===== src/logic/ccw_pkg.sv =====
`default_nettype none
package ccw_pkg;
    // Control word layout
    localparam int WORD_W = 16;
    localparam int DEV_HI = 15;
    localparam int DEV_LO = 13;
    localparam int RW_BIT = 12;
    localparam int REG_HI = 11;
    localparam int REG_LO = 9;
    localparam int DATA_HI = 7;
    localparam int DATA_LO = 0;
    localparam logic RW_WRITE = 1'b0;

    // Register numbers
    localparam logic [2:0] REG_NOP = 3'h0;
    localparam logic [2:0] REG_ANALOG_PATH = 3'h1;
    localparam logic [2:0] REG_POWER_DIVIDER = 3'h2;
    localparam logic [2:0] REG_MODE_LOOPBACK = 3'h3;
    localparam logic [2:0] REG_GAIN_SETTING = 3'h4;

    // analog_path_control fields
    localparam int AP_OVERFLOW = 7;
    localparam int AP_RECEIVE_AMP = 6;
    localparam int AP_AA_BYPASS = 5;
    localparam int AP_ALT_INPUT = 4;
    localparam int AP_SOFT_RESET = 3;
    localparam int AP_FIR_BYPASS = 2;
    localparam int AP_TRANSMIT_AMPS = 1;
    localparam int AP_DAC_16BIT = 0;

    // power_divider_control fields
    localparam int PD_LOW_POWER = 7;
    localparam int PD_MOD_STOP = 6;
    localparam int PD_RESERVED = 5;
    localparam int PD_DIV_HI = 4;
    localparam int PD_DIV_LO = 0;

    // Reset values
    localparam logic [7:0] ANALOG_PATH_RESET = 8'h00;
    localparam logic [7:0] POWER_DIVIDER_RESET = 8'h00;
    localparam logic [7:0] MODE_LOOPBACK_RESET = 8'h00;
    localparam logic [7:0] GAIN_SETTING_RESET = 8'h00;

    // Divider and duty-cycle figures
    localparam logic [5:0] DIV_ZERO_VALUE = 6'h20;
    localparam logic [5:0] DIV_RESET_VALUE = 6'h20;
    localparam logic [3:0] CASCADE_EVEN_LIMIT = 4'h4;
endpackage : ccw_pkg
`default_nettype wire

===== src/logic/ccw_control_regs.sv =====
`timescale 1ns/1ps
`default_nettype none
module ccw_control_regs
    import ccw_pkg::*;
(
    input wire logic clk,
    input wire logic rst_b,
    input wire logic word_valid,
    input wire logic [WORD_W-1:0] word,
    input wire logic is_master,
    input wire logic [2:0] cascade_depth,
    input wire logic [2:0] chain_position,
    input wire logic filter_overflow,
    output logic [7:0] read_data,
    output logic read_valid,
    output logic [2:0] own_address,
    output logic receive_amplifier_on,
    output logic aa_filter_bypass,
    output logic alternate_input_select,
    output logic soft_reset_pulse,
    output logic fir_bypass,
    output logic transmit_amplifiers_on,
    output logic dac_16bit_format,
    output logic low_power,
    output logic modulator_stop,
    output logic [5:0] divider_n,
    output logic [7:0] mode_loopback_control,
    output logic [7:0] gain_setting_control,
    output logic sclk_duty_uneven
);

    logic [7:0] analog_path_reg;
    logic [7:0] power_divider_reg;
    logic [7:0] mode_loopback_reg;
    logic [7:0] gain_setting_reg;
    logic overflow_reg;
    logic soft_reset_reg;
    logic [7:0] read_data_reg;
    logic read_valid_reg;
    logic [2:0] own_addr_reg;
    logic [5:0] divider_reg;
    logic duty_uneven_reg;

    logic hit;
    logic write_hit;
    logic read_hit;
    logic [2:0] reg_sel;
    logic [7:0] wdata;
    logic [7:0] analog_view;

    // Zero field stands for the top count
    function automatic logic [5:0] div_value(input logic [4:0] field);
        div_value = (field == 5'h00) ? DIV_ZERO_VALUE : {1'b0, field};
    endfunction : div_value

    function automatic logic duty_uneven(input logic [2:0] depth, input logic fir_byp,
                                         input logic [5:0] n);
        if ({1'b0, depth} + 4'h1 > CASCADE_EVEN_LIMIT)
        begin
            duty_uneven = n[0];
        end
        else
        begin
            duty_uneven = fir_byp && (n[1:0] != 2'b00);
        end
    endfunction : duty_uneven

    assign reg_sel = word[REG_HI:REG_LO];
    assign wdata = word[DATA_HI:DATA_LO];
    assign hit = word_valid && (word[DEV_HI:DEV_LO] == own_addr_reg);
    assign write_hit = hit && (word[RW_BIT] == RW_WRITE);
    assign read_hit = hit && (word[RW_BIT] != RW_WRITE);
    assign analog_view = {overflow_reg, analog_path_reg[6:4], 1'b0, analog_path_reg[2:0]};

    // Re-sampled every cycle so a late strap settle is picked up
    always_ff @(posedge clk or negedge rst_b)
    begin
        if (!rst_b)
        begin
            own_addr_reg <= 3'h0;
        end
        else
        begin
            // Stand-alone is a master of depth zero, so it lands on 000
            own_addr_reg <= is_master ? cascade_depth : chain_position;
        end
    end

    always_ff @(posedge clk or negedge rst_b)
    begin
        if (!rst_b)
        begin
            analog_path_reg <= ANALOG_PATH_RESET;
        end
        else if (write_hit && reg_sel == REG_ANALOG_PATH)
        begin
            // Overflow and reset bits are not stored
            analog_path_reg <= {1'b0, wdata[6:4], 1'b0, wdata[2:0]};
        end
    end

    always_ff @(posedge clk or negedge rst_b)
    begin
        if (!rst_b)
        begin
            soft_reset_reg <= 1'b0;
        end
        else
        begin
            soft_reset_reg <= write_hit && reg_sel == REG_ANALOG_PATH
                && wdata[AP_SOFT_RESET];
        end
    end

    // Sticky overflow; a new event beats the read that clears it
    always_ff @(posedge clk or negedge rst_b)
    begin
        if (!rst_b)
        begin
            overflow_reg <= 1'b0;
        end
        else if (filter_overflow)
        begin
            overflow_reg <= 1'b1;
        end
        else if (read_hit && reg_sel == REG_ANALOG_PATH)
        begin
            overflow_reg <= 1'b0;
        end
    end

    always_ff @(posedge clk or negedge rst_b)
    begin
        if (!rst_b)
        begin
            power_divider_reg <= POWER_DIVIDER_RESET;
        end
        else if (write_hit && reg_sel == REG_POWER_DIVIDER)
        begin
            // Reserved bit held at zero whatever the host sends
            power_divider_reg <= {wdata[7:6], 1'b0, wdata[4:0]};
        end
    end

    always_ff @(posedge clk or negedge rst_b)
    begin
        if (!rst_b)
        begin
            mode_loopback_reg <= MODE_LOOPBACK_RESET;
            gain_setting_reg <= GAIN_SETTING_RESET;
        end
        else
        begin
            if (write_hit && reg_sel == REG_MODE_LOOPBACK)
            begin
                mode_loopback_reg <= wdata;
            end
            if (write_hit && reg_sel == REG_GAIN_SETTING)
            begin
                gain_setting_reg <= wdata;
            end
        end
    end

    // Read answer; no-op and unused numbers give no answer
    always_ff @(posedge clk or negedge rst_b)
    begin
        if (!rst_b)
        begin
            read_data_reg <= 8'h00;
            read_valid_reg <= 1'b0;
        end
        else
        begin
            read_valid_reg <= 1'b0;
            if (read_hit)
            begin
                case (reg_sel)
                    REG_ANALOG_PATH:
                    begin
                        read_data_reg <= analog_view;
                        read_valid_reg <= 1'b1;
                    end
                    REG_POWER_DIVIDER:
                    begin
                        read_data_reg <= power_divider_reg;
                        read_valid_reg <= 1'b1;
                    end
                    REG_MODE_LOOPBACK:
                    begin
                        read_data_reg <= mode_loopback_reg;
                        read_valid_reg <= 1'b1;
                    end
                    REG_GAIN_SETTING:
                    begin
                        read_data_reg <= gain_setting_reg;
                        read_valid_reg <= 1'b1;
                    end
                    default:
                    begin
                        read_valid_reg <= 1'b0;
                    end
                endcase
            end
        end
    end

    // Divider and duty flag registered to keep outputs glitch free
    always_ff @(posedge clk or negedge rst_b)
    begin
        if (!rst_b)
        begin
            divider_reg <= DIV_RESET_VALUE;
            duty_uneven_reg <= 1'b0;
        end
        else
        begin
            divider_reg <= div_value(power_divider_reg[PD_DIV_HI:PD_DIV_LO]);
            duty_uneven_reg <= duty_uneven(cascade_depth, analog_path_reg[AP_FIR_BYPASS],
                div_value(power_divider_reg[PD_DIV_HI:PD_DIV_LO]));
        end
    end

    assign read_data = read_data_reg;
    assign read_valid = read_valid_reg;
    assign own_address = own_addr_reg;
    assign receive_amplifier_on = analog_path_reg[AP_RECEIVE_AMP];
    assign aa_filter_bypass = analog_path_reg[AP_AA_BYPASS];
    assign alternate_input_select = analog_path_reg[AP_ALT_INPUT];
    assign soft_reset_pulse = soft_reset_reg;
    assign fir_bypass = analog_path_reg[AP_FIR_BYPASS];
    assign transmit_amplifiers_on = analog_path_reg[AP_TRANSMIT_AMPS];
    assign dac_16bit_format = analog_path_reg[AP_DAC_16BIT];
    assign low_power = power_divider_reg[PD_LOW_POWER];
    assign modulator_stop = power_divider_reg[PD_MOD_STOP];
    assign divider_n = divider_reg;
    assign mode_loopback_control = mode_loopback_reg;
    assign gain_setting_control = gain_setting_reg;
    assign sclk_duty_uneven = duty_uneven_reg;

    property p_addr_master;
        @(posedge clk) disable iff (!rst_b)
        (rst_b && is_master) ##1 ($stable(cascade_depth) && is_master)
        |-> own_addr_reg == cascade_depth;
    endproperty
    a_addr_master: assert property (p_addr_master) else $error("master address wrong");

    property p_addr_slave;
        @(posedge clk) disable iff (!rst_b)
        (rst_b && !is_master) ##1 (!is_master && $stable(chain_position))
        |-> own_addr_reg == chain_position;
    endproperty
    a_addr_slave: assert property (p_addr_slave) else $error("slave address wrong");

    property p_alone_zero;
        @(posedge clk) disable iff (!rst_b)
        (is_master && cascade_depth == 3'h0) |=> own_addr_reg == 3'h0;
    endproperty
    a_alone_zero: assert property (p_alone_zero) else $error("stand-alone not 000");

    property p_foreign_ignored;
        @(posedge clk) disable iff (!rst_b)
        (word_valid && word[DEV_HI:DEV_LO] != own_addr_reg) |=> !read_valid && !soft_reset_pulse;
    endproperty
    a_foreign_ignored: assert property (p_foreign_ignored) else $error("foreign word acted");

    property p_write_power;
        @(posedge clk) disable iff (!rst_b)
        (write_hit && reg_sel == REG_POWER_DIVIDER)
        |=> low_power == $past(word[PD_LOW_POWER]) && modulator_stop == $past(word[PD_MOD_STOP])
            && power_divider_reg[PD_RESERVED] == 1'b0;
    endproperty
    a_write_power: assert property (p_write_power) else $error("power write lost");

    property p_write_gain;
        @(posedge clk) disable iff (!rst_b)
        (write_hit && reg_sel == REG_GAIN_SETTING) |=> gain_setting_control == $past(wdata);
    endproperty
    a_write_gain: assert property (p_write_gain) else $error("gain write lost");

    property p_read_no_write;
        @(posedge clk) disable iff (!rst_b)
        read_hit |=> $stable(power_divider_reg) && $stable(mode_loopback_reg)
            && $stable(gain_setting_reg);
    endproperty
    a_read_no_write: assert property (p_read_no_write) else $error("read changed a register");

    property p_nop_silent;
        @(posedge clk) disable iff (!rst_b)
        (hit && reg_sel == REG_NOP) |=> !read_valid && !soft_reset_pulse;
    endproperty
    a_nop_silent: assert property (p_nop_silent) else $error("no-op word acted");

    property p_soft_reset_once;
        @(posedge clk) disable iff (!rst_b)
        (write_hit && reg_sel == REG_ANALOG_PATH && wdata[AP_SOFT_RESET])
        ##1 !word_valid |=> !soft_reset_pulse && !analog_path_reg[AP_SOFT_RESET];
    endproperty
    a_soft_reset_once: assert property (p_soft_reset_once) else $error("reset not one-shot");

    property p_soft_reset_fire;
        @(posedge clk) disable iff (!rst_b)
        (write_hit && reg_sel == REG_ANALOG_PATH && wdata[AP_SOFT_RESET]) |=> soft_reset_pulse;
    endproperty
    a_soft_reset_fire: assert property (p_soft_reset_fire) else $error("reset did not fire");

    property p_overflow_sticky;
        @(posedge clk) disable iff (!rst_b)
        (read_hit && reg_sel == REG_ANALOG_PATH && overflow_reg)
        |=> read_valid && read_data[AP_OVERFLOW];
    endproperty
    a_overflow_sticky: assert property (p_overflow_sticky) else $error("overflow not seen");

    property p_divider_map;
        @(posedge clk) disable iff (!rst_b)
        $stable(power_divider_reg) ##1 $stable(power_divider_reg) |-> divider_n ==
            ((power_divider_reg[4:0] == 5'h00) ? 6'h20 : {1'b0, power_divider_reg[4:0]});
    endproperty
    a_divider_map: assert property (p_divider_map) else $error("divider value wrong");

    property p_duty_large;
        @(posedge clk) disable iff (!rst_b)
        (cascade_depth > 3'h3 && $stable(cascade_depth) && $stable(power_divider_reg))
        |=> sclk_duty_uneven == divider_n[0];
    endproperty
    a_duty_large: assert property (p_duty_large) else $error("duty flag wrong, wide cascade");

    property p_duty_small;
        @(posedge clk) disable iff (!rst_b)
        (cascade_depth <= 3'h3 && !fir_bypass && $stable(fir_bypass)) |=> !sclk_duty_uneven;
    endproperty
    a_duty_small: assert property (p_duty_small) else $error("duty flag wrong, short cascade");

endmodule : ccw_control_regs
`default_nettype wire


===== config.mk =====
export PLATFORM = sky130hd
export DESIGN_NAME = ccw_control_regs
export DESIGN_NICKNAME = d
export VERILOG_FILES = /design/src/logic/ccw_pkg.sv /design/src/logic/ccw_control_regs.sv
export SDC_FILE = /design/constraint.sdc
export NUM_CORES = 1
export LEC_CHECK = 0
export BUFFER_PORTS_ARGS = -buffer_cell sky130_fd_sc_hd__buf_2
export CORE_AREA = 2 2 89 91
export DETAILED_ROUTE_END_ITERATION = 16
export DIE_AREA = 0 0 91 93
export GPL_ROUTABILITY_DRIVEN = 0
export PLACE_DENSITY = 0.52
export SYNTH_ARGS = -nofsm -noshare
export SYNTH_HDL_FRONTEND = slang
export SYNTH_SLANG_ARGS = --single-unit

===== constraint.sdc =====
create_clock -name clk -period 4.3 [get_ports clk]
set_input_delay 0.43 -clock clk [delete_from_list [all_inputs] [get_ports clk]]
set_output_delay 0.43 -clock clk [all_outputs]
set_load 0.005 [all_outputs]

==> results of run 1 <==
layer usage:
metal	vias to the layer above	GRT usage	wire length [um]
li1	730	-	-
met1	744	0.1889	2547
met2	52	0.2173	2517
met3	2	0.03707	317
met4	0	0.03409	23
met5	-	0	0
where the power goes:
part / total [mW] / internal, mW / switching (mW)
clock: 0.273 / 0.115 / 0.157
sequential: 0.586 / 0.542 / 0.0436
combinational: 0.209 / 0.113 / 0.0955
total: 1.07 / 0.770 / 0.297
worst min path at each step:
stage	startpoint	endpoint	slack [ps]	cells after the start
3_5_place_dp	power_divider_reg[2]	divider_n[2]	430	0
4_1_cts	rst_b	mode_loopback_control[6]	250	2
6_report	rst_b	mode_loopback_control[6]	220	2
5_1_grt	rst_b	read_data[6]	290	2
3_3_place_gp	power_divider_reg[2]	divider_n[2]	430	0
2_1_floorplan	rst_b	analog_path_reg[0]	130	0
worst max-delay path: stages:
cell and delay [ps]:
buf_2 220, nor3b_1 780, o21bai_1 550, mux2_2 410
cell families after synthesis:
logic type | synth area share
AOI/OAI and AO/OA | 0.08055
xor gates and xnor gates | 0.01191
buffers and inverters | 0.03857
DFF | 0.5678
and+or+nand+nor | 0.1055
muxes | 0.1957
per-stage QoR:
stage / hold WS [ps] / instances / util
2_1_floorplan: 134.4 / 166 / -
3_3_place_gp: 430.1 / 327 / 0.3501
3_5_place_dp: 430.2 / 327 / 0.3501
4_1_cts: 252.3 / 335 / 0.3615
5_1_grt: 286.9 / 335 / 0.3615
6_report: 222.3 / 335 / 0.3615
cells in the final DEF (no fill, tap or decap), types with 2 or more instances in the layout:
| cell type | instances |
|---|---|
| a2bb2oi_1 | 2 |
| buf_2 | 69 |
| clkbuf_8 | 5 |
| dfrtp_1 | 49 |
| inv_1 | 9 |
| mux2_2 | 33 |
| mux2i_1 | 6 |
| nand2_1 | 3 |
| nand2b_1 | 4 |
| nor2_1 | 4 |
| nor2b_1 | 2 |
| nor3b_1 | 2 |
| o221ai_1 | 6 |
| o22a_1 | 7 |
| or3_1 | 6 |
| xnor2_1 | 3 |
final cells by class:
cell class                      count  area (um2)  area share
Timing Repair Buffer               70       352.8      0.1297
Clock inverter                      2       13.76    0.005057
Multi-Input combinational cell     96       868.3      0.3191
Sequential cell                    50        1252      0.4602
Inverter                            9       33.78     0.01241
Tap cell                          102       127.6     0.04690
Clock buffer                        6       72.57     0.02667
==> impl_results.md, run 1 <==
- CP startpoint: word[9]
- Post-synthesis register bit count: 50
- Peak VDD IR: 169.8 uV
- CTS buffer count: 5
- Pre-antenna DRT Iters: 4
- Synthesized net count: 193
- Reg2reg end: gain_setting_control[0]
- Fin area: 2721 um2
- Pwr/cell area: 392.0 nW/um2
- Skew-Pair Late Insertion Delay: 300 ps
- Mapped Avg Cell Area: 13.29 um2
- Area after DPL: 2635 um2
- Worst slew margin: 0.2640
- Max-capacitance violation count: 0
- Final Cycle Share: 0.5168
- Post-CTS Hold Fix Bufs: 0
- Post-CTS resize count: 0
- GRT Util Overall: 0.1376
- Worst Reg-to-Reg Cells: 4
- CTS tree: yes
- Vias in the first global route: 1678
- Most common cell in the synthesized netlist: dfrtp_1
- Final setup TNS: 0 ps
- Final Hold Fails: 0
- Antenna violations before repair: 0
- Port Buf Inserts: 69
- Initial Util: 0.2931
- First-iteration detailed-routing DRC count: 58
- Post-Syn Instances: 166
- Largest net degree at the start of global routing: 51
- Tightest Pin Transition: 1102 ps
- Min-delay worst type: primary input to async pin
- I/O Pins: 71
- Power Total: 1.067 mW
- Synth top area cells: dfrtp_1 (56%), mux2_2 (17%), o22a_1 (2.8%)
- Overflow after GRT: 0
- Crit path capture: read_data[5]
- RSZ-0062 raised after global routing: false
- Die ar.: 8463 um2
- Final Slew Violations: 0
- H-tree levels: 2
- Root Buffer: clkbuf_8
- Final worst slack: 2078 ps
- Sequential share of the synthesized area: 0.5678
- P_leak: ~1.5 nW
- # Post-CTS Setup Buffers: 0
- Crit end category: flip-flop
- Via count: 1528
- Vias per cell: about 4.6
- Number of remaining DRC errors: 0
- Fmax: 0.4500 GHz
- Post-synth top cells: dfrtp_1 (49), mux2_2 (33), inv_1 (9), clkbuf_1 (8), o22a_1 (7)
- Layout area overhead: 23.37%
- YS warnings: 0
- Netlist Area Pre-Place: 2206 um2
- Std-Cell Rows: 32
- Crit Path Class: primary input to flip-flop
- CTS Sinks: 50
- Synth async-reset ratio: 1.000
- Crit path max fanout: 15
- Arr. time, crit path: 2410 ps
- Post-synth top area cell: dfrtp_1
- Core area: 7527 um2
- Worst-path clk slew: 100 ps
- Final Setup Violations: 0
- Drt total wl: 5.406 mm
- Dpl ws: about 1800 ps
- First-pass GRT wire length: around 9.0 mm
- Worst r2r src: own_address[2]
- Worst EP required: 4490 ps
- Layout cells sized above 1: 0.5021
- CTS Buffer Depth: 2
- Ant. Diodes: 0
- Ys flop type: dfrtp_1
- Chip width: 91 um
- Clock skew: 7.482 ps
- Yosys cell types: 36
- Synth top area share: 0.5559
- Final layout net count: 259
- Antenna-violating nets left: 0
- Final Critical Period: between 2000 and 2500 ps
- Layout filler cell count: 804
- Wirelength per Cell: approximately 16 um
- Startpoint types: primary input
- Die height: ~93 um
- Reg2reg setup slack: 2190 ps
- Status: completed
- Placed wire-length estimate: 3.828 mm
- EDFF count, synth: 0
No activity file was read; power rests on OpenSTA's default activity.
==> run 2, diff against run 1 <==
==> constraint.sdc (replaced) <==
create_clock -name clk -period 2.1 [get_ports clk]
set_input_delay 0.21 -clock clk [delete_from_list [all_inputs] [get_ports clk]]
set_output_delay 0.21 -clock clk [all_outputs]
set_load 0.005 [all_outputs]
==> run 2 against run 1 <==
Clock power increased by 150%. First-iteration DRC count increased by 81%. Cell count increased by 3.0%. Hold slack got worse by 130 ps. Sequential share of layout area decreased by 1.9 points. Power increased by 120%. Utilization increased by 1.5 points. Clock-buffer cell count unchanged. Register-to-register slack got worse by 1900 ps. Critical path depth increased by 1. Design area increased by 4.2%. Largest cell class unchanged. Largest power group unchanged.
==> impl_results.md, run 2 (synthesis gave the netlist of run 1 again) <==
- Number of remaining DRC errors: 0
- Min-delay worst type: primary input to flip-flop
- Overflow after GRT: 0
- Slowest cell on crit path: dfrtp_1
- Status: completed
- GRT Util Overall: 0.1330
- Antenna violations before repair: 0
- CTS Sinks: 50
- Clock power share: 0.291
- Via count: 1568
- Final Hold Fails: 0
- Fin area: 2836 um2
- Final std cells w/o fill: 345
- Max-capacitance violation count: 0
- Wirelength per Cell: between 15 and 20 um
- Skew-Pair Late Insertion Delay: 300 ps
- Largest net degree at the start of global routing: 51
- CTS tree: yes
- Power Total: 2.308 mW
- Placed wire-length estimate: 4.078 mm
- Crit path max fanout: 5
- CTS buffer count: 5
- Worst-path clk slew: 90 ps
- Final Critical Period: 1857 ps
- Worst EP required: 2290 ps
- Core area: about 7500 um2
- Ant. Diodes: 0
- Sw frac: 0.2605
- Die ar.: 8463 um2
- Root Buffer: clkbuf_8
- CTS Buffer Depth: 2
- Pwr/cell area: 813.6 nW/um2
- Final Slew Violations: 0
- Post-CTS resize count: 0
- Crit Path Class: flip-flop to flip-flop
- Vias in the first global route: 1618
- Die height: slightly above 90 um
- Final Setup Violations: 0
- Cell chain of the critical path: xnor2_1, nand4_1, nor4_4, buf_4, mux2_2
- Vias per cell: 4.545
- Layout cells sized above 1: 0.5185
- Final Cycle Share: 0.8841
- Port Buf Inserts: 69
- Initial Util: 0.2931
- Chip width: 91 um
- Fmax: 0.5386 GHz
- Clock skew: 9.960 ps
- H-tree levels: 2
- Layout area overhead: 28.59%
- Tightest Pin Transition: 869.5 ps
- Crit end category: flip-flop
- Worst slew margin: 0.4191
- Startpoint types: flip-flop
- Sequential power share: 0.522
- I/O Pins: 71
- Peak VDD IR: 373.4 uV
- Drt total wl: between 5 and 6 mm
- Logic gate share of total power: 0.188
- RSZ-0062 raised after global routing: false
- Std-Cell Rows: 32
- Cells after DPL: 336
- Leading cell type in the layout, fill and taps excluded: buf_2
- Hold WS: 88.85 ps
- First-pass GRT wire length: 8.631 mm
- Most frequent cells in the layout: buf_2 (69), dfrtp_1 (49), mux2_2 (33)
- Final layout net count: 269
- Arr. time, crit path: 2040 ps
- Int Pwr: 1.707 mW
- Area after DPL: ~2700 um2
- First-iteration detailed-routing DRC count: 105
- Final setup TNS: 0 ps
- Slowest stage delay, CP: around 400 ps
- Sw Pwr: roughly 0.6 mW
- P_leak: between 1.5 and 2 nW
- Antenna-violating nets left: 0
- Pre-antenna DRT Iters: 4
## run 2: routing by layer
metal  vias up  routed length, um  global-route usage
li1        749                  -                   -
met1       763               2556              0.1798
met2        51               2579              0.2099
met3         5                301             0.03465
met4         0                 55             0.04167
met5         -                  0                   0
## run 2: final cells by class
class                   instances  area, um2
clock buffers                   6      72.57
clock inverters                 2      38.79
fillers                       796       4691
inverters                       9      33.78
multi-input cells              96      868.3
flip-flops and latches         50       1252
well taps                     102      127.6
repair buffers                 80      442.9
## run 2: worst max-delay path, delay by kind of cell (launching register included)
family / cells / cell delay, ps
and+or+nand+nor: 2 / 480
DFF: 1 / 400
buffers and inverters: 1 / 220
xor gates and xnor gates: 1 / 310
muxes: 1 / 340
## run 2: stage by stage
step / setup slack, ps / utilization
detailed placement: 233.9 / 0.3607
global placement: 257.1 / 0.3607
CTS: 219.0 / 0.3768
global route: 112.2 / 0.3768
floorplan: 358.7 / -
finish: 243.3 / 0.3768
## run 2: final timing paths
check                      slack, ps  depth (start not counted)                 start                 endpoint
min                               90                          2       filter_overflow             overflow_reg
min in group asynchronous        420                          3                 rst_b             read_data[6]
max reg2reg                      240                          5        own_address[2]  gain_setting_control[5]
max in group asynchronous       1390                          3                 rst_b             divider_n[5]
max                              240                          5        own_address[2]  gain_setting_control[5]
min reg2reg                      440                          0  power_divider_reg[2]             divider_n[2]
## run 2: what timing repair did
action	4_1_cts	5_1_grt
hold buffers	1	0
setup endpoints to repair	0	0
buffers inserted	0	0
hold endpoints to repair	49	0
## run 2: power groups by stage
stage | sequential, mW | combinational [mW] | clock, mW
after floorplan | 1.22 | 0.205 | 0
after global placement | 1.23 | 0.434 | 0
after detailed placement | 1.23 | 0.443 | 0
after CTS | 1.21 | 0.446 | 0.712
after global routing | 1.22 | 0.482 | 0.745
final | 1.20 | 0.433 | 0.671
